### src/design/bfs_pkg.sv
// Package: constants, states and carrier structs for the breaker sequencer
package bfs_pkg;
  localparam int unsigned CLK_HZ = 40000000;
  localparam int unsigned FAST_QUAL_NS = 500;
  localparam int unsigned SLOW_QUAL_US = 18;
  localparam int unsigned LOGIC_RST_US = 10;
  localparam int unsigned BRK_RST_US = 120;
  // Least times round up
  localparam int unsigned FAST_QUAL_CYC =
    (FAST_QUAL_NS * (CLK_HZ / 1000000) + 999) / 1000;
  localparam int unsigned SLOW_QUAL_CYC = SLOW_QUAL_US * (CLK_HZ / 1000000);
  localparam int unsigned LOGIC_RST_CYC = LOGIC_RST_US * (CLK_HZ / 1000000);
  localparam int unsigned BRK_RST_CYC = BRK_RST_US * (CLK_HZ / 1000000);
  localparam int unsigned CW = 13;

  // AXI register map
  localparam logic [3:0] REG_CTRL = 4'h0;
  localparam logic [3:0] REG_STATE = 4'h4;
  localparam logic [3:0] REG_IRQ_STAT = 4'h8;
  localparam logic [3:0] REG_IRQ_CLR = 4'hC;
  localparam logic [3:0] REG_IRQ_EN = 4'h0;
  localparam logic [3:0] REG_IRQ_EN_ADDR = 4'h0;
  localparam logic [1:0] RESP_OKAY = 2'h0;
  localparam logic [1:0] RESP_SLVERR = 2'h2;
  localparam int unsigned EV_W = 4;
  localparam int unsigned EV_SLOW = 0;
  localparam int unsigned EV_FAST = 1;
  localparam int unsigned EV_EXT = 2;
  localparam int unsigned EV_BRST = 3;
  localparam logic [1:0] CTRL_RST = 2'h0;
  localparam int unsigned CTRL_EXT_TRIP = 0;
  localparam int unsigned CTRL_IRQ_EN_LSB = 4;

  typedef enum {
    BFS_IDLE, BFS_CYCLE1, BFS_WAIT2, BFS_CYCLE2, BFS_RUN
  } bfs_state_t;

  typedef struct packed {
    logic [2:0] en_sync;
    logic [2:0] flt_sync;
    logic [2:0] fast_sync;
    logic [2:0] slow_sync;
  } bfs_sync_t;

  typedef struct packed {
    logic soft_start;
    logic pull_up;
    logic gate_gnd;
    logic gate_gentle;
    logic fault_n_oe;
    logic pgt_oe_n;
    logic pgf_oe_n;
    logic pg_reset;
  } bfs_drive_t;
endpackage

### src/design/bfs_top.sv
// Breaker fault sequencer: detectors, trip latch, enable-low reset, AXI regs
//
// How it works
// - Cycle two start: soft-start drive, arm fast.
// - Cycle two end: pull-up drive, arm slow.
// - Slow detector trips after qualified low-band overcurrent.
// - Fast detector trips after qualified high overcurrent.
// - Trip grounds pass-switch drive immediately.
// - Trip latches fault low, resets power-good.
// - Tripped: short timer and filter pins.
// - After clear, enable high restarts power-up.
// - Enable low short interval resets logic, gentle pull-down.
// - Breaker stays tripped until reset interval passes.
// - Enable low long enough clears breaker, fault.
// - Enable rising starts first timing cycle.
// - Cycle two starts only if fault line high.
`timescale 1ns/10ps
module bfs_top
  import bfs_pkg::*;
(
  input wire logic aclk,
  input wire logic aresetn,
  input wire logic enable_hi,
  input wire logic enable_lo_n,
  input wire logic fault_line_hi,
  input wire logic fast_over,
  input wire logic slow_over,
  input wire logic timer_done,
  input wire logic pg_trip,
  output logic gate_soft_start,
  output logic gate_pull_up,
  output logic gate_to_gnd,
  output logic gate_gentle_down,
  output logic fault_n_o,
  output logic fault_n_oe,
  output logic power_good_timer_pin_oe,
  output logic glitch_filter_pin_oe,
  output logic pg_reset,
  output logic timer_run,
  output logic irq,
  input wire logic [3:0] s_axi_awaddr,
  input wire logic s_axi_awvalid,
  output logic s_axi_awready,
  input wire logic [31:0] s_axi_wdata,
  input wire logic [3:0] s_axi_wstrb,
  input wire logic s_axi_wvalid,
  output logic s_axi_wready,
  output logic [1:0] s_axi_bresp,
  output logic s_axi_bvalid,
  input wire logic s_axi_bready,
  input wire logic [3:0] s_axi_araddr,
  input wire logic s_axi_arvalid,
  output logic s_axi_arready,
  output logic [31:0] s_axi_rdata,
  output logic [1:0] s_axi_rresp,
  output logic s_axi_rvalid,
  input wire logic s_axi_rready
);
  typedef struct packed {
    bfs_sync_t sy;
    bfs_state_t st;
    logic tripped;
    logic en_prev;
    logic [CW-1:0] fast_cnt;
    logic [CW-1:0] slow_cnt;
    logic [CW-1:0] low_cnt;
    logic fast_armed;
    logic slow_armed;
    logic logic_rst;
    bfs_drive_t dr;
    logic timer_run;
    logic [EV_W-1:0] status;
    logic [EV_W-1:0] irq_en;
    logic ext_trip;
    logic irq;
    logic [3:0] awaddr;
    logic aw_have;
    logic [31:0] wdata;
    logic w_have;
    logic bvalid;
    logic [1:0] bresp;
    logic rvalid;
    logic [31:0] rdata;
    logic [1:0] rresp;
  } bfs_regs_t;

  bfs_regs_t r;
  bfs_regs_t next_r;

  // Second and third stages agree before a change counts
  function automatic logic agreed(input logic [2:0] s, input logic old);
    agreed = (s[1] == s[2]) ? s[2] : old;
  endfunction

  logic en_q;
  logic en_low_q;
  logic flt_q;
  logic fast_q;
  logic slow_q;
  logic trip_now;
  logic [EV_W-1:0] ev;
  logic [31:0] rd;

  always_comb
  begin
    next_r = r;
    // Three-stage sampling of asynchronous comparators
    next_r.sy.en_sync = {r.sy.en_sync[1:0], enable_hi & enable_lo_n};
    next_r.sy.flt_sync = {r.sy.flt_sync[1:0], fault_line_hi};
    next_r.sy.fast_sync = {r.sy.fast_sync[1:0], fast_over};
    next_r.sy.slow_sync = {r.sy.slow_sync[1:0], slow_over};
    en_q = agreed(r.sy.en_sync, r.en_prev);
    en_low_q = ~en_q;
    flt_q = (r.sy.flt_sync[1] == r.sy.flt_sync[2]) & r.sy.flt_sync[2];
    fast_q = (r.sy.fast_sync[1] == r.sy.fast_sync[2]) & r.sy.fast_sync[2];
    slow_q = (r.sy.slow_sync[1] == r.sy.slow_sync[2]) & r.sy.slow_sync[2];
    next_r.en_prev = en_q;
    ev = '0;

    // Fast qualification counter
    if (r.fast_armed && fast_q && !r.tripped)
      next_r.fast_cnt = r.fast_cnt + 1'b1;
    else
      next_r.fast_cnt = '0;
    // Slow qualification counter, low band only
    if (r.slow_armed && slow_q && !fast_q && !r.tripped)
      next_r.slow_cnt = r.slow_cnt + 1'b1;
    else
      next_r.slow_cnt = '0;

    ev[EV_FAST] = (r.fast_cnt == CW'(FAST_QUAL_CYC - 1)) && next_r.fast_cnt != 0;
    ev[EV_SLOW] = (r.slow_cnt == CW'(SLOW_QUAL_CYC)) && next_r.slow_cnt != 0;
    ev[EV_EXT] = !r.tripped && (pg_trip || r.ext_trip) && r.st == BFS_RUN;
    trip_now = ev[EV_FAST] | ev[EV_SLOW] | ev[EV_EXT];

    // Enable-low interval counter
    if (en_low_q)
    begin
      if (r.low_cnt != CW'(BRK_RST_CYC))
        next_r.low_cnt = r.low_cnt + 1'b1;
    end
    else
      next_r.low_cnt = '0;
    next_r.logic_rst = en_low_q && (r.low_cnt >= CW'(LOGIC_RST_CYC - 1));

    // Trip latch; cleared only after the long interval
    if (trip_now)
      next_r.tripped = 1'b1;
    else if (r.tripped && en_low_q && r.low_cnt == CW'(BRK_RST_CYC - 1))
    begin
      next_r.tripped = 1'b0;
      ev[EV_BRST] = 1'b1;
    end

    // Sequence
    case (r.st)
      BFS_IDLE:
        if (!r.tripped && en_q && !r.en_prev)
          next_r.st = BFS_CYCLE1;
      BFS_CYCLE1:
        if (timer_done)
          next_r.st = BFS_WAIT2;
      BFS_WAIT2:
        if (flt_q)
          next_r.st = BFS_CYCLE2;
      BFS_CYCLE2:
        if (timer_done)
          next_r.st = BFS_RUN;
      BFS_RUN:
        next_r.st = BFS_RUN;
      default:
        next_r.st = BFS_IDLE;
    endcase
    if (trip_now || r.tripped || next_r.logic_rst)
      next_r.st = BFS_IDLE;

    next_r.fast_armed = (next_r.st == BFS_CYCLE2 || next_r.st == BFS_RUN);
    next_r.slow_armed = (next_r.st == BFS_RUN);
    next_r.timer_run = (next_r.st == BFS_CYCLE1 || next_r.st == BFS_CYCLE2);

    // Pin drive
    next_r.dr.soft_start = (next_r.st == BFS_CYCLE2);
    next_r.dr.pull_up = (next_r.st == BFS_RUN);
    next_r.dr.gate_gnd = next_r.tripped;
    // Gentle pull-down joins even when already grounded by a trip
    next_r.dr.gate_gentle = next_r.logic_rst;
    next_r.dr.fault_n_oe = !next_r.tripped;
    next_r.dr.pgt_oe_n = !(next_r.tripped || next_r.st != BFS_RUN);
    next_r.dr.pgf_oe_n = !next_r.tripped;
    next_r.dr.pg_reset = next_r.tripped || next_r.st != BFS_RUN;

    // AXI4-Lite slave
    if (s_axi_awvalid && !r.aw_have)
    begin
      next_r.aw_have = 1'b1;
      next_r.awaddr = s_axi_awaddr;
    end
    if (s_axi_wvalid && !r.w_have)
    begin
      next_r.w_have = 1'b1;
      next_r.wdata = s_axi_wdata;
    end
    next_r.ext_trip = 1'b0;
    if (r.aw_have && r.w_have && !r.bvalid)
    begin
      next_r.aw_have = 1'b0;
      next_r.w_have = 1'b0;
      next_r.bvalid = 1'b1;
      next_r.bresp = RESP_OKAY;
      case (r.awaddr)
        REG_CTRL:
        begin
          next_r.ext_trip = r.wdata[CTRL_EXT_TRIP];
          next_r.irq_en = r.wdata[CTRL_IRQ_EN_LSB +: EV_W];
        end
        REG_IRQ_CLR:
          next_r.status = r.status & ~r.wdata[EV_W-1:0];
        REG_STATE, REG_IRQ_STAT:
          next_r.bresp = RESP_OKAY;
        default:
          next_r.bresp = RESP_SLVERR;
      endcase
    end
    if (r.bvalid && s_axi_bready)
      next_r.bvalid = 1'b0;
    // Set wins over clear
    next_r.status = next_r.status | ev;
    next_r.irq = |(next_r.status & next_r.irq_en);

    rd = 32'h0;
    case (s_axi_araddr)
      REG_CTRL: rd = {24'h0, r.irq_en, 4'h0};
      REG_STATE: rd = {24'h0, 3'h0, r.st == BFS_RUN, r.slow_armed,
                       r.fast_armed, r.logic_rst, r.tripped};
      REG_IRQ_STAT: rd = {28'h0, r.status};
      default: rd = 32'h0;
    endcase
    if (s_axi_arvalid && !r.rvalid)
    begin
      next_r.rvalid = 1'b1;
      next_r.rdata = rd;
      next_r.rresp = (s_axi_araddr >= REG_IRQ_CLR) ? RESP_SLVERR : RESP_OKAY;
    end
    else if (r.rvalid && s_axi_rready)
      next_r.rvalid = 1'b0;
  end

  always_ff @(posedge aclk)
  begin
    if (!aresetn)
    begin
      r <= '0;
      r.st <= BFS_IDLE;
      r.dr.fault_n_oe <= 1'b1;
      r.dr.pgt_oe_n <= 1'b0;
      r.dr.pgf_oe_n <= 1'b1;
      r.dr.pg_reset <= 1'b1;
    end
    else
      r <= next_r;
  end

  assign gate_soft_start = r.dr.soft_start;
  assign gate_pull_up = r.dr.pull_up;
  assign gate_to_gnd = r.dr.gate_gnd;
  assign gate_gentle_down = r.dr.gate_gentle;
  assign fault_n_o = 1'b0;
  assign fault_n_oe = r.dr.fault_n_oe;
  assign power_good_timer_pin_oe = r.dr.pgt_oe_n;
  assign glitch_filter_pin_oe = r.dr.pgf_oe_n;
  assign pg_reset = r.dr.pg_reset;
  assign timer_run = r.timer_run;
  assign irq = r.irq;
  assign s_axi_awready = !r.aw_have;
  assign s_axi_wready = !r.w_have;
  assign s_axi_bvalid = r.bvalid;
  assign s_axi_bresp = r.bresp;
  assign s_axi_arready = !r.rvalid;
  assign s_axi_rvalid = r.rvalid;
  assign s_axi_rdata = r.rdata;
  assign s_axi_rresp = r.rresp;
endmodule

### config.mk
export PLATFORM = sky130hd
export DESIGN_NAME = bfs_top
export DESIGN_NICKNAME = d
export VERILOG_FILES = /design/src/design/bfs_pkg.sv /design/src/design/bfs_top.sv
export SDC_FILE = /design/constraint.sdc
export NUM_CORES = 1
export LEC_CHECK = 0
export BUFFER_PORTS_ARGS = -buffer_cell sky130_fd_sc_hd__buf_2
export CAP_MARGIN = 15
export CORE_UTILIZATION = 58
export CTS_CLUSTER_SIZE = 25
export DETAILED_ROUTE_END_ITERATION = 12
export PLACE_DENSITY_LB_ADDON = 0.12
export SLEW_MARGIN = 20
export SYNTH_ARGS = -nofsm -noshare
export SYNTH_HDL_FRONTEND = slang
export SYNTH_SLANG_ARGS = --single-unit
### constraint.sdc
create_clock -name aclk -period 6.3 [get_ports aclk]
set_input_delay 0.315 -clock aclk [delete_from_list [all_inputs] [get_ports aclk]]
set_output_delay 0.315 -clock aclk [all_outputs]
set_load 0.01 [all_outputs]
# Yosys cells after proc, flatten, opt, wreduce, memory -nomap -nowiden
# Index checks and enable logic that the tools add are counted.
[word_totals] input_bits=58 ff_bits=155 output_inout_bits=52
[op_classes] mux=21 n_lt_le_gt_ge=2 eq_ne=22 bitwise_logic=12 add_sub_neg=3 n_reduce_logical=48
[ops] cell="$mux W32" n=5
[ops] cell="$pmux W32 S5" n=1
[ops] cell="$eq A32 B2 Y1 const B" n=3
[ops] cell="$eq A32 B3 Y1 const B" n=2
[ops] cell="$eq A32 B4 Y1 const B" n=2
[ops] cell="$add A13 B1 Y13 const B" n=3
[ops] cell="$eq A32 B1 Y1 const B" n=1
[ops] cell="$logic_not A32 Y1" n=1
[ops] cell="$ne A32 B4 Y1 const B" n=1
[ops] cell="$mux W13" n=2
[ops] cell="$reduce_bool A13 Y1" n=2
[ops] cell="$pmux W8 S3" n=1
[ops] cell="$logic_and A1 B1 Y1" n=21
[ops] cell="$eq A13 B10 Y1 const B" n=1
[ops] cell="$eq A13 B13 Y1 const B" n=1
[ops] cell="$eq A13 B5 Y1 const B" n=1
[ops] cell="$ge A13 B9 Y1 const B" n=1
[ops] cell="$ne A13 B13 Y1 const B" n=1
[ops] cell="$eq A4 B4 Y1 const B" n=3
[ops] cell="$logic_not A1 Y1" n=9
[ops] cell="$mux W9" n=1
[ops] cell="$and A4 B4 Y4" n=2
[ops] cell="$eq A4 B3 Y1 const B" n=2
[ops] cell="$logic_not A4 Y1" n=2
[ops] cell="other kinds (16)" n=39

# Logic depth before layout (Yosys ltp)
# Gate-level depths: netlist of run 1.
[depth] ltp_word=16 mapped_depth=9 mapped_depth_nobuf=7

# Worst setup path after synthesis of run 1
# No wires, ideal clock.
[synth_timing] path_type="register -> register" startpoint="reg r[124] (netlist name)" endpoint="reg, netlist name pg_reset" path_stages_with_launch=9 arrival_ns=1.983 path_buffers=1 period_less_slack_ns=2.110 path_slack_ns=4.190 cell_sequence="dfxtp_1 -> ha_1 -> clkbuf_1 -> nand2_1 -> nor4_2 -> a221o_1 -> nor2_1 -> o31a_1 -> or3_1"
[synth_between] elab_chain_len=11 elab_cells_between_ends=13 cone_classes="1 x add/sub; 2 x eq/ne; 3 x mux; 2 x bitwise; 5 x reduce/logical"
[synth_lines] element="start, declared" line_no="bfs_top.sv:87" text="bfs_regs_t r;"
[synth_lines] element="start signal, assigned" line_no="bfs_top.sv:260" text="r <= next_r;"
[synth_lines] element="$add A13 B1 Y13" line_no="bfs_top.sv:122" text="next_r.fast_cnt = r.fast_cnt + 1'b1;"
[synth_lines] element="$mux W13" line_no="bfs_top.sv:121" text="if (r.fast_armed && fast_q && !r.tripped)"
[synth_lines] element="$reduce_bool A13 Y1" line_no="bfs_top.sv:131" text="ev[EV_FAST] = (r.fast_cnt == CW'(FAST_QUAL_CYC - 1)) && next_r.fast_cnt != 0;"
[synth_lines] element="$logic_and A1 B1 Y1 (*)" line_no="bfs_top.sv:131"
[synth_lines] element="$or A1 B1 Y1 (*) (2 in a row)" line_no="bfs_top.sv:134" text="trip_now = ev[EV_FAST] | ev[EV_SLOW] | ev[EV_EXT];"
[synth_lines] element="$logic_or A1 B1 Y1 (2 in a row)" line_no="bfs_top.sv:174" text="if (trip_now || r.tripped || next_r.logic_rst)"
[synth_lines] element="$mux W32" line_no="bfs_top.sv:174"
[synth_lines] element="$ne A32 B4 Y1" line_no="bfs_top.sv:190" text="next_r.dr.pg_reset = next_r.tripped || next_r.st != BFS_RUN;"
[synth_lines] element="$logic_or A1 B1 Y1 (*)" line_no="bfs_top.sv:190"
# Every way passes the cells marked *; elsewhere a longest branch is shown, timed or not.
# A chain may end at the register's enable or synchronous reset.

# Final worst setup path of run 1
[layout_timing] startpoint="reg r[124] (netlist name)" endpoint="reg, netlist name pg_reset"
[layout_between] elab_chain_len=11 elab_cells_between_ends=13 cone_classes="1 x add/sub; 2 x eq/ne; 3 x mux; 2 x bitwise; 5 x reduce/logical"
[layout_lines] element="$add A13 B1 Y13" line_no="bfs_top.sv:122"
[layout_lines] element="$mux W13" line_no="bfs_top.sv:121"
[layout_lines] element="$reduce_bool A13 Y1" line_no="bfs_top.sv:131"
[layout_lines] element="$logic_and A1 B1 Y1 (*)" line_no="bfs_top.sv:131"
[layout_lines] element="$or A1 B1 Y1 (*) (2 in a row)" line_no="bfs_top.sv:134"
[layout_lines] element="$logic_or A1 B1 Y1 (2 in a row)" line_no="bfs_top.sv:174"
[layout_lines] element="$mux W32" line_no="bfs_top.sv:174"
[layout_lines] element="$ne A32 B4 Y1" line_no="bfs_top.sv:190"
[layout_lines] element="$logic_or A1 B1 Y1 (*)" line_no="bfs_top.sv:190"
# Marks and branches as above.

==> out/results.txt, run 1 <==
status -> complete, no violations
Worst Reg-to-Reg Cells -> 7
main area contributors after synthesis -> dfxtp_1 (50%), nor2_1 (5.9%), buf_4 (5.7%), xor2_1 (3.4%), mux2i_1 (3.1%)
Pins Over Slew Limit -> 0
Final #Nets -> 679
die height -> 96 um
synth cell count leaders -> dfxtp_1 (129), nor2_1 (80), buf_4 (39)
Seq cells post-synth -> 129
Post-DRT Antenna Nets -> 0
DRC viols -> 0
CTS Buf Count -> 17
final wirelength -> 9520 um
Fill cells -> 656
Fin. Hold Viols -> 0
area added between synthesis and finish -> 15.9%
maximum vdd drop -> 0.185 mV
share of cells above drive strength 1 -> 15.3%
vias in the first global route -> 3479
Ant. Diodes -> 0
Power Density -> 309 mW/mm^2
synth warn -> 0
initial antenna violation count -> 0
Worst Setup End Kind -> flop
initial DRC count -> 135
Worst Min Path Start -> fault_line_hi
worst rel slew slack -> 37.0%
count leader, synth -> dfxtp_1
Core Box Area -> 0.00838 sq mm
Root Driver -> clkbuf_8
reg-to-reg slack, setup -> 3.89 ns
GRT overflow -> 0
Seq/Total Area, Yosys -> 50.4%
Net Sw Power -> 0.000439 W
CTS Buffer Depth -> 2
Die ar. -> 0.00922 sq mm
RSZ-0062 raised after global routing -> false
Seq pwr share -> 46.3%
Hold Crit Class -> in2reg
IO Pins -> 110
routed via count -> 3798
Hold Path Sink -> next_r[178]$_SDFF_PN0_
hold path cells -> 2
largest net degree at the start of global routing -> 31
Synth async-reset ratio -> 0%
Leak -> 2.44 nW
Setup TNS -> 0 ns
Vias per Instance -> 5.17
Total Power -> 0.00184 W
Synth top area share -> 50.4%
setup violators final -> 0
Worst Max-Slew Pin Slew -> 0.944 ns
crit path launch type -> flop
GPL Wtd Cong -> 0.862
Max Clk Rate -> 0.416 GHz
PortBufs -> 54
Reg with most FFs -> r
number of synthesized flops with an enable pin -> 0
switching share of total power -> 23.9%
GRT Overall Usage -> 22.3%
period utilization -> 38.2%
Clock Skews -> 0.00731 ns
H-tree levels -> 4
cell area after placement -> 0.00535 sq mm
synthesized area per cell -> 9.40 sq um
CTS tree -> done
clock network power share -> 50.3%
Period minus WS final -> 2.41 ns
Logic pwr share -> 3.4%
Syn Inst Count -> 545
Setup Fix Bufs, Post-CTS -> 0
Top FF cell, synth -> dfxtp_1
Reg clk slew, reported paths -> 0.06 ns
TritonRoute pass-1 iters -> 5
hpwl dp -> 6480 um
internal cell power -> 0.00140 W
Post-Syn Area -> 0.00512 sq mm
Starting Density -> 61.1%
wire per inst -> 13.0 um
clock sinks -> 129
fin area -> 0.00594 sq mm
Crit Path Max Fanout -> 13
Yosys top cell by area -> dfxtp_1
max FFs per register -> 100
Worst R2R End -> pg_reset$_SDFF_PN1_
kind of critical path -> reg2reg
Worst R2R Start -> r[124]$_SDFF_PN0_
Worst Path Arrival -> 2.80 ns
die width -> 96 um
maxcap violations -> 0
Req. time, crit path -> 6.70 ns
Clk Latency, worst-skew pair -> 0.52 ns
cell row count -> 33
Yosys cell types -> 54
global-route wire length before repair -> 15400 um
==> power groups by stage <==
stage	logic [W]	clock network [W]	registers, W
after global placement	0.0000593	0	0.000866
after floorplan	0.0000555	0	0.000864
after detailed placement	0.0000606	0	0.000867
final	0.0000630	0.000923	0.000849
after CTS	0.0000625	0.000937	0.000849
after global routing	0.0000728	0.000975	0.000851
==> worst max-delay path: stages (launching register included) <==
cell     delay (ns)
dfxtp_1        0.38
ha_1           0.33
nand2_1        0.11
nor4_2         0.30
a221o_1        0.20
nor2_1         0.04
o31a_1         0.49
or3_1          0.44
==> placed cells by master (no fill, tap or decap), types with 3 or more instances in the layout <==
cell type | netlist | final
buf_2 | 3 | 54
inv_1 | 10 | 10
clkinvlp_4 | 0 | 3
dfxtp_1 | 129 | 129
a31oi_1 | 7 | 7
nand3_1 | 22 | 22
and3_1 | 11 | 11
nand4_1 | 5 | 5
or3_1 | 5 | 5
a21oi_1 | 11 | 11
nand2b_1 | 3 | 3
ha_1 | 5 | 5
o21ai_0 | 5 | 5
clkbuf_16 | 0 | 16
xor2_1 | 20 | 20
conb_1 | 1 | 56
xnor2_1 | 18 | 18
a22oi_1 | 7 | 7
dlygate4sd3_1 | 0 | 3
nor2b_1 | 6 | 6
and2_1 | 17 | 17
nor3_1 | 21 | 21
inv_6 | 0 | 7
nand2_1 | 36 | 36
or4_1 | 3 | 3
nor2_1 | 80 | 80
mux2i_1 | 16 | 16
nor4_1 | 10 | 10
==> layer usage <==
metal  track usage [%]  part of all wire (%)
met5                 0                     0
met3              6.00                   4.4
met1              27.4                    46
met4              9.95                   1.9
met2              36.5                    47
==> logic make-up (layout without fill, tap and decap cells) <==
family                     count (synthesis)  in the layout  share of synthesized area, %
buffers and inverters                     70             99                          8.20
AOI/OAI and AO/OA                         47             47                          6.15
xor gates and xnor gates                  38             38                          6.49
DFF                                      129            129                          50.4
muxes                                     16             16                          3.12
and+or+nand+nor                          238            238                          24.1
other                                      1             56                        0.0732
adders and majority gates                  6              6                          1.42
==> stage by stage <==
step | setup slack, ns | hold WS (ns) | instances | utilization [%]
4_1_cts | 3.88 | 0.00316 | 734 | 70.9
3_3_place_gp | 3.92 | 0.416 | 699 | 63.8
3_5_place_dp | 3.90 | 0.429 | 699 | 63.8
6_report | 3.89 | 0.0184 | 734 | 70.9
2_1_floorplan | 4.19 | 0.412 | 600 | -
5_1_grt | 3.72 | 0.0159 | 734 | 70.9
==> timing repair <==
| item | in CTS | in global routing |
|---|---|---|
| hold buffers | 3 | 0 |
| endpoints found under the hold margin | 3 | 0 |
| resized for setup | 0 | 0 |
==> worst max path at each step <==
stage,from,endpoint,slack [ns],cells after the start
after floorplan,r[124]$_SDFF_PN0_,pg_reset$_SDFF_PN1_,4.19,8
after global placement,r[124]$_SDFF_PN0_,pg_reset$_SDFF_PN1_,3.92,7
after detailed placement,r[124]$_SDFF_PN0_,pg_reset$_SDFF_PN1_,3.90,7
after CTS,r[124]$_SDFF_PN0_,pg_reset$_SDFF_PN1_,3.88,7
after global routing,r[124]$_SDFF_PN0_,pg_reset$_SDFF_PN1_,3.72,7
final,r[124]$_SDFF_PN0_,pg_reset$_SDFF_PN1_,3.89,7
==> area by class of cell <==
cell class              instances  area [sq um]  area share [%]
clock buffers                  17           414            6.97
multi-input cells             401          2330            39.2
well taps                     105           131            2.21
clock inverters                15           148            2.48
inverters                      10          37.5           0.632
repair buffers                 57           300            5.05
flip-flops and latches        129          2580            43.5
Note: power is estimated with default switching activity, not from simulation.
==> run 2: changes to the inputs <==
--- a/config.mk
+++ b/config.mk
@@ -7,7 +7,7 @@
 export LEC_CHECK = 0
 export BUFFER_PORTS_ARGS = -buffer_cell sky130_fd_sc_hd__buf_2
 export CAP_MARGIN = 15
-export CORE_UTILIZATION = 58
+export CORE_UTILIZATION = 54
 export CTS_CLUSTER_SIZE = 25
 export DETAILED_ROUTE_END_ITERATION = 12
 export PLACE_DENSITY_LB_ADDON = 0.12
==> constraint.sdc (replaced) <==
create_clock -name aclk -period 2.4 [get_ports aclk]
set_input_delay 0.12 -clock aclk [delete_from_list [all_inputs] [get_ports aclk]]
set_output_delay 0.12 -clock aclk [all_outputs]
set_load 0.01 [all_outputs]
==> out/results.txt, run 2 (same netlist as run 1, synthesis figures left out) <==
Clk Latency, worst-skew pair -> 0.52 ns
Core Box Area -> 0.00920 sq mm
kind of critical path -> reg2reg
dpl ws -> 0.111 ns
CTS Buf Count -> 17
PortBufs -> 54
Req. time, crit path -> 2.82 ns
Reg clk slew, reported paths -> 0.06 ns
Leak -> 2.58 nW
most frequent cells in the layout -> dfxtp_1 (127), nor2_1 (80), conb_1 (56)
final core utilization -> 68.4%
wire per inst -> 12.6 um
clock sinks -> 129
crit path launch type -> flop
Worst Setup End Kind -> flop
max FFs per register -> 100
Period minus WS final -> 2.23 ns
GRT overflow -> 0
Crit Path Max Fanout -> 7
final wirelength -> 9740 um
GRT Overall Usage -> 21.1%
Final #Nets -> 711
status -> complete, no violations
maxcap violations -> 0
Die ar. -> 0.00988 sq mm
die width -> 99.4 um
largest net degree at the start of global routing -> 21
GPL Wtd Cong -> 0.876
area added between synthesis and finish -> 22.7%
die height -> 99.4 um
Starting Density -> 55.7%
Setup TNS -> 0 ns
Hold Crit Class -> in2reg
initial DRC count -> 158
CTS tree -> done
maximum vdd drop -> 0.416 mV
cell row count -> 35
Worst Slack Setup Final -> 0.166 ns
period utilization -> 93.1%
Pins Over Slew Limit -> 0
Worst Reg-to-Reg Cells -> 7
global-route wire length before repair -> 16200 um
H-tree levels -> 4
commonest non-fill, non-tap cell in the layout -> dfxtp_1
Vias per Instance -> 5.02
routed via count -> 3873
Worst Max-Slew Pin Slew -> 0.677 ns
IO Pins -> 110
Setup Fix Bufs, Post-CTS -> 0
Fin. Hold Viols -> 0
Max Clk Rate -> 0.448 GHz
fin area -> 0.00629 sq mm
Worst Path Arrival -> 2.66 ns
initial antenna violation count -> 0
cell area after placement -> 0.00540 sq mm
DRC viols -> 0
worst rel slew slack -> 54.8%
Clock Skews -> 0.0105 ns
Reg with most FFs -> r
Root Driver -> clkbuf_8
hpwl dp -> 6610 um
Post-DRT Antenna Nets -> 0
Ant. Diodes -> 0
vias in the first global route -> 3593
hold path cells -> 4
CTS Buffer Depth -> 2
TritonRoute pass-1 iters -> 5
setup violators final -> 0
Power Density -> 780 mW/mm^2
share of cells above drive strength 1 -> 16.0%
## run 2: cell types whose count changed in the layout (fill, tap and decap cells not counted), sizes merged, moves of 2 or more
cell,before,now
dlygate4sd3,3,29
clkinv,3,5
inv,18,13
buf,54,60
## run 2: worst paths after layout
kind | from | endpoint | slack [ns]
worst max-delay path | r[128]$_SDFF_PN0_ | r[139]$_SDFF_PN0_ | 0.17
worst min-delay path | pg_trip | glitch_filter_pin_oe$_SDFF_PN1_ | 0.04
worst max register to register | r[128]$_SDFF_PN0_ | r[139]$_SDFF_PN0_ | 0.17
worst min register to register | next_r[178]$_SDFF_PN0_ | next_r[179]$_SDFF_PN0_ | 0.43
## run 2: where the power goes
group	leakage (nW)	internal [W]	switching [W]
Clock	0.274	0.00152	0.000957
Sequential	1.06	0.00220	0.0000292
Combinational	1.25	0.0000962	0.000109
## run 2: area by class of cell
class / count / area (sq um)
clock buffer: 18 / 428
clock inverter: 14 / 156
fill: 729 / 2910
inverter: 10 / 37.5
multi-input combinational: 401 / 2340
sequential: 129 / 2580
tap: 111 / 139
timing repair buffer: 89 / 606
## run 2: timing repair
item,CTS,global route
setup endpoints to repair,0,6
gates resized for setup,0,4
endpoints found under the hold margin,25,0
hold buffers,29,0
## run 2: routing by layer
metal	global-route usage [%]	part of all wire, %	vias up
met1	24.6	45	1803
met5	0	0	-
met2	36.2	49	90
li1	-	-	1967
met3	5.97	4.3	13
met4	9.16	1.6	0
## run 2: critical path, stage by stage, from the launching register on
cell and delay [ns]:
dfxtp_1 0.44, and3_1 0.25, nand3_2 0.17, nor4_2 0.34, nor2_1 0.09, o31a_1 0.41, buf_4 0.21, nor4b_2 0.25
## run 2: metrics by stage
stage	total power, W	cells	hold slack (ns)
3_3_place_gp	0.00243	711	0.309
3_5_place_dp	0.00244	711	0.322
4_1_cts	0.00494	772	0.0393
6_report	0.00491	772	0.0443
2_1_floorplan	0.00241	600	0.219
5_1_grt	0.00509	772	0.0540
==> run 3: changes to the inputs <==
--- a/config.mk
+++ b/config.mk
@@ -10,7 +10,7 @@
 export CORE_UTILIZATION = 54
 export CTS_CLUSTER_SIZE = 25
 export DETAILED_ROUTE_END_ITERATION = 12
-export PLACE_DENSITY_LB_ADDON = 0.12
+export PLACE_DENSITY = 0.88
 export SLEW_MARGIN = 20
 export SYNTH_ARGS = -nofsm -noshare
 export SYNTH_HDL_FRONTEND = slang
==> out/results.txt, run 3 (same netlist as run 1, synthesis figures left out) <==
Fill cells -> 638
Post-DRT Antenna Nets -> 0
maxcap violations -> 0
Highest Signal Layer -> met4
final wirelength -> 11600 um
area occupied by registers -> 0.00258 sq mm
DRC viols -> 0
period utilization -> 95.3%
crit path launch type -> flop
PortBufs -> 54
Hold Crit Class -> in2reg
Clock Skews -> 0.00887 ns
Crit Path Max Fanout -> 6
Final #Nets -> 705
Worst Reg-to-Reg Cells -> 7
Die ar. -> 0.00988 sq mm
GRT Overall Usage -> 24.7%
Pins Over Slew Limit -> 0
max FFs per register -> 100
initial antenna violation count -> 0
Max Clk Rate -> 0.437 GHz
Vias per Instance -> 5.44
initial DRC count -> 225
maximum vdd drop -> 0.413 mV
Worst Max-Slew Pin Slew -> 0.710 ns
IO Pins -> 110
Setup TNS -> 0 ns
Hold Path Sink -> gate_pull_up$_SDFF_PN0_
worst rel slew slack -> 52.6%
reg-to-reg slack, setup -> 0.11 ns
Power Density -> 789 mW/mm^2
largest net degree at the start of global routing -> 30
hold path cells -> 3
Req. time, crit path -> 2.83 ns
status -> complete, no violations
share of cells above drive strength 1 -> 16.2%
Worst R2R End -> r[97]$_SDFF_PN0_
Core Box Area -> 0.00920 sq mm
most frequent cells in the layout -> dfxtp_1 (127), nor2_1 (80), conb_1 (56)
Root Driver -> clkbuf_8
fin area -> 0.00625 sq mm
kind of critical path -> reg2reg
TritonRoute pass-1 iters -> 5
Worst Setup End Kind -> flop
clock sinks -> 129
CTS tree -> done
global-route wire length before repair -> 18800 um
GPL Wtd Cong -> 0.835
Reg clk slew, reported paths -> 0.06 ns
commonest non-fill, non-tap cell in the layout -> dfxtp_1
Worst Min Path Start -> timer_done
cell row count -> 35
GRT overflow -> 0
Ant. Diodes -> 0
Reg with most FFs -> r
met3 wire len -> 695 um
Starting Density -> 55.7%
routed via count -> 4169
CTS Buffer Depth -> 2
routed wire length on met2 -> 6000 um
hpwl dp -> 7040 um
Worst R2R Start -> r[146]$_SDFF_PN0_
Fin. Hold Viols -> 0
CTS Buf Count -> 17
Period minus WS final -> 2.29 ns
Clk Latency, worst-skew pair -> 0.52 ns
area added between synthesis and finish -> 21.9%
Worst Path Arrival -> 2.72 ns
cell area after placement -> 0.00539 sq mm
vias in the first global route -> 4065
wire per inst -> 15.1 um
H-tree levels -> 4
setup violators final -> 0
Multi-input gate area -> 0.00235 sq mm
metal1 wirelength -> 4560 um
die width -> 99.4 um
die height -> 99.4 um
RSZ-0062 raised after global routing -> false
Leak -> 2.56 nW
Setup Fix Bufs, Post-CTS -> 0
-- run 3: changes by cell type in the layout (fill, tap and decap cells not counted), sizes merged --
| cell | delta |
|---|---|
| inv | +6 |
| bufinv | -1 |
| clkinv | -1 |
| buf | -2 |
| dlygate4sd3 | -4 |
| clkbuf | -1 |
| clkinvlp | -3 |
-- run 3: timing repair --
item	4_1_cts	5_1_grt
resized for setup	0	7
setup endpoints to repair	0	12
hold buffers	25	0
hold endpoints to repair	22	0
-- run 3: layout make-up --
| type | instances | share of cell area (%) |
|---|---|---|
| multi-input cells | 401 | 37.7 |
| flip-flops and latches | 129 | 41.4 |
| inverters | 10 | 0.601 |
| well taps | 111 | 2.22 |
| repair buffers | 83 | 8.81 |
| clock buffers | 17 | 6.63 |
| clock inverters | 15 | 2.66 |
-- run 3: through the flow --
step | setup slack (ns) | total power, W | hold slack, ns | cells | util [%]
floorplan | 0.290 | 0.00241 | 0.219 | 600 | -
global placement | 0.140 | 0.00243 | 0.312 | 709 | 58.6
detailed placement | 0.0550 | 0.00244 | 0.315 | 709 | 58.6
CTS | 0.00581 | 0.00493 | 0.0184 | 766 | 67.6
global route | 0.0321 | 0.00509 | 0.0609 | 766 | 67.9
finish | 0.112 | 0.00493 | 0.0670 | 766 | 67.9
-- run 3: where the power goes --
group	internal, W	switching (W)	total (W)
Sequential	0.00220	0.0000346	0.00223
Combinational	0.0000896	0.000115	0.000205
Clock	0.00143	0.00106	0.00249
-- run 3: routing by layer --
metal  vias to the layer above  global-route usage (%)
met2                       195                    43.9
met5                         -                       0
met4                         0                    11.2
met3                        31                    8.29
met1                      1985                    26.6
li1                       1958                       -
-- run 3: how the worst max path moves through the flow --
stage | from | endpoint | slack [ns] | depth (start not counted)
2_1_floorplan | r[124]$_SDFF_PN0_ | pg_reset$_SDFF_PN1_ | 0.29 | 8
3_3_place_gp | r[124]$_SDFF_PN0_ | pg_reset$_SDFF_PN1_ | 0.14 | 7
3_5_place_dp | r[124]$_SDFF_PN0_ | irq$_SDFF_PN0_ | 0.06 | 7
4_1_cts | r[124]$_SDFF_PN0_ | r[97]$_SDFF_PN0_ | 0.006 | 8
5_1_grt | r[124]$_SDFF_PN0_ | r[97]$_SDFF_PN0_ | 0.03 | 8
6_report | r[146]$_SDFF_PN0_ | r[97]$_SDFF_PN0_ | 0.11 | 7
-- run 3: worst max-delay path, cell delays in order (launching register included) --
cell	delay, ns
dfxtp_1	0.30
nor4_1	0.30
nand2_1	0.16
nor4_4	0.43
nand3_1	0.13
or3_1	0.46
buf_4	0.20
nor3_1	0.21
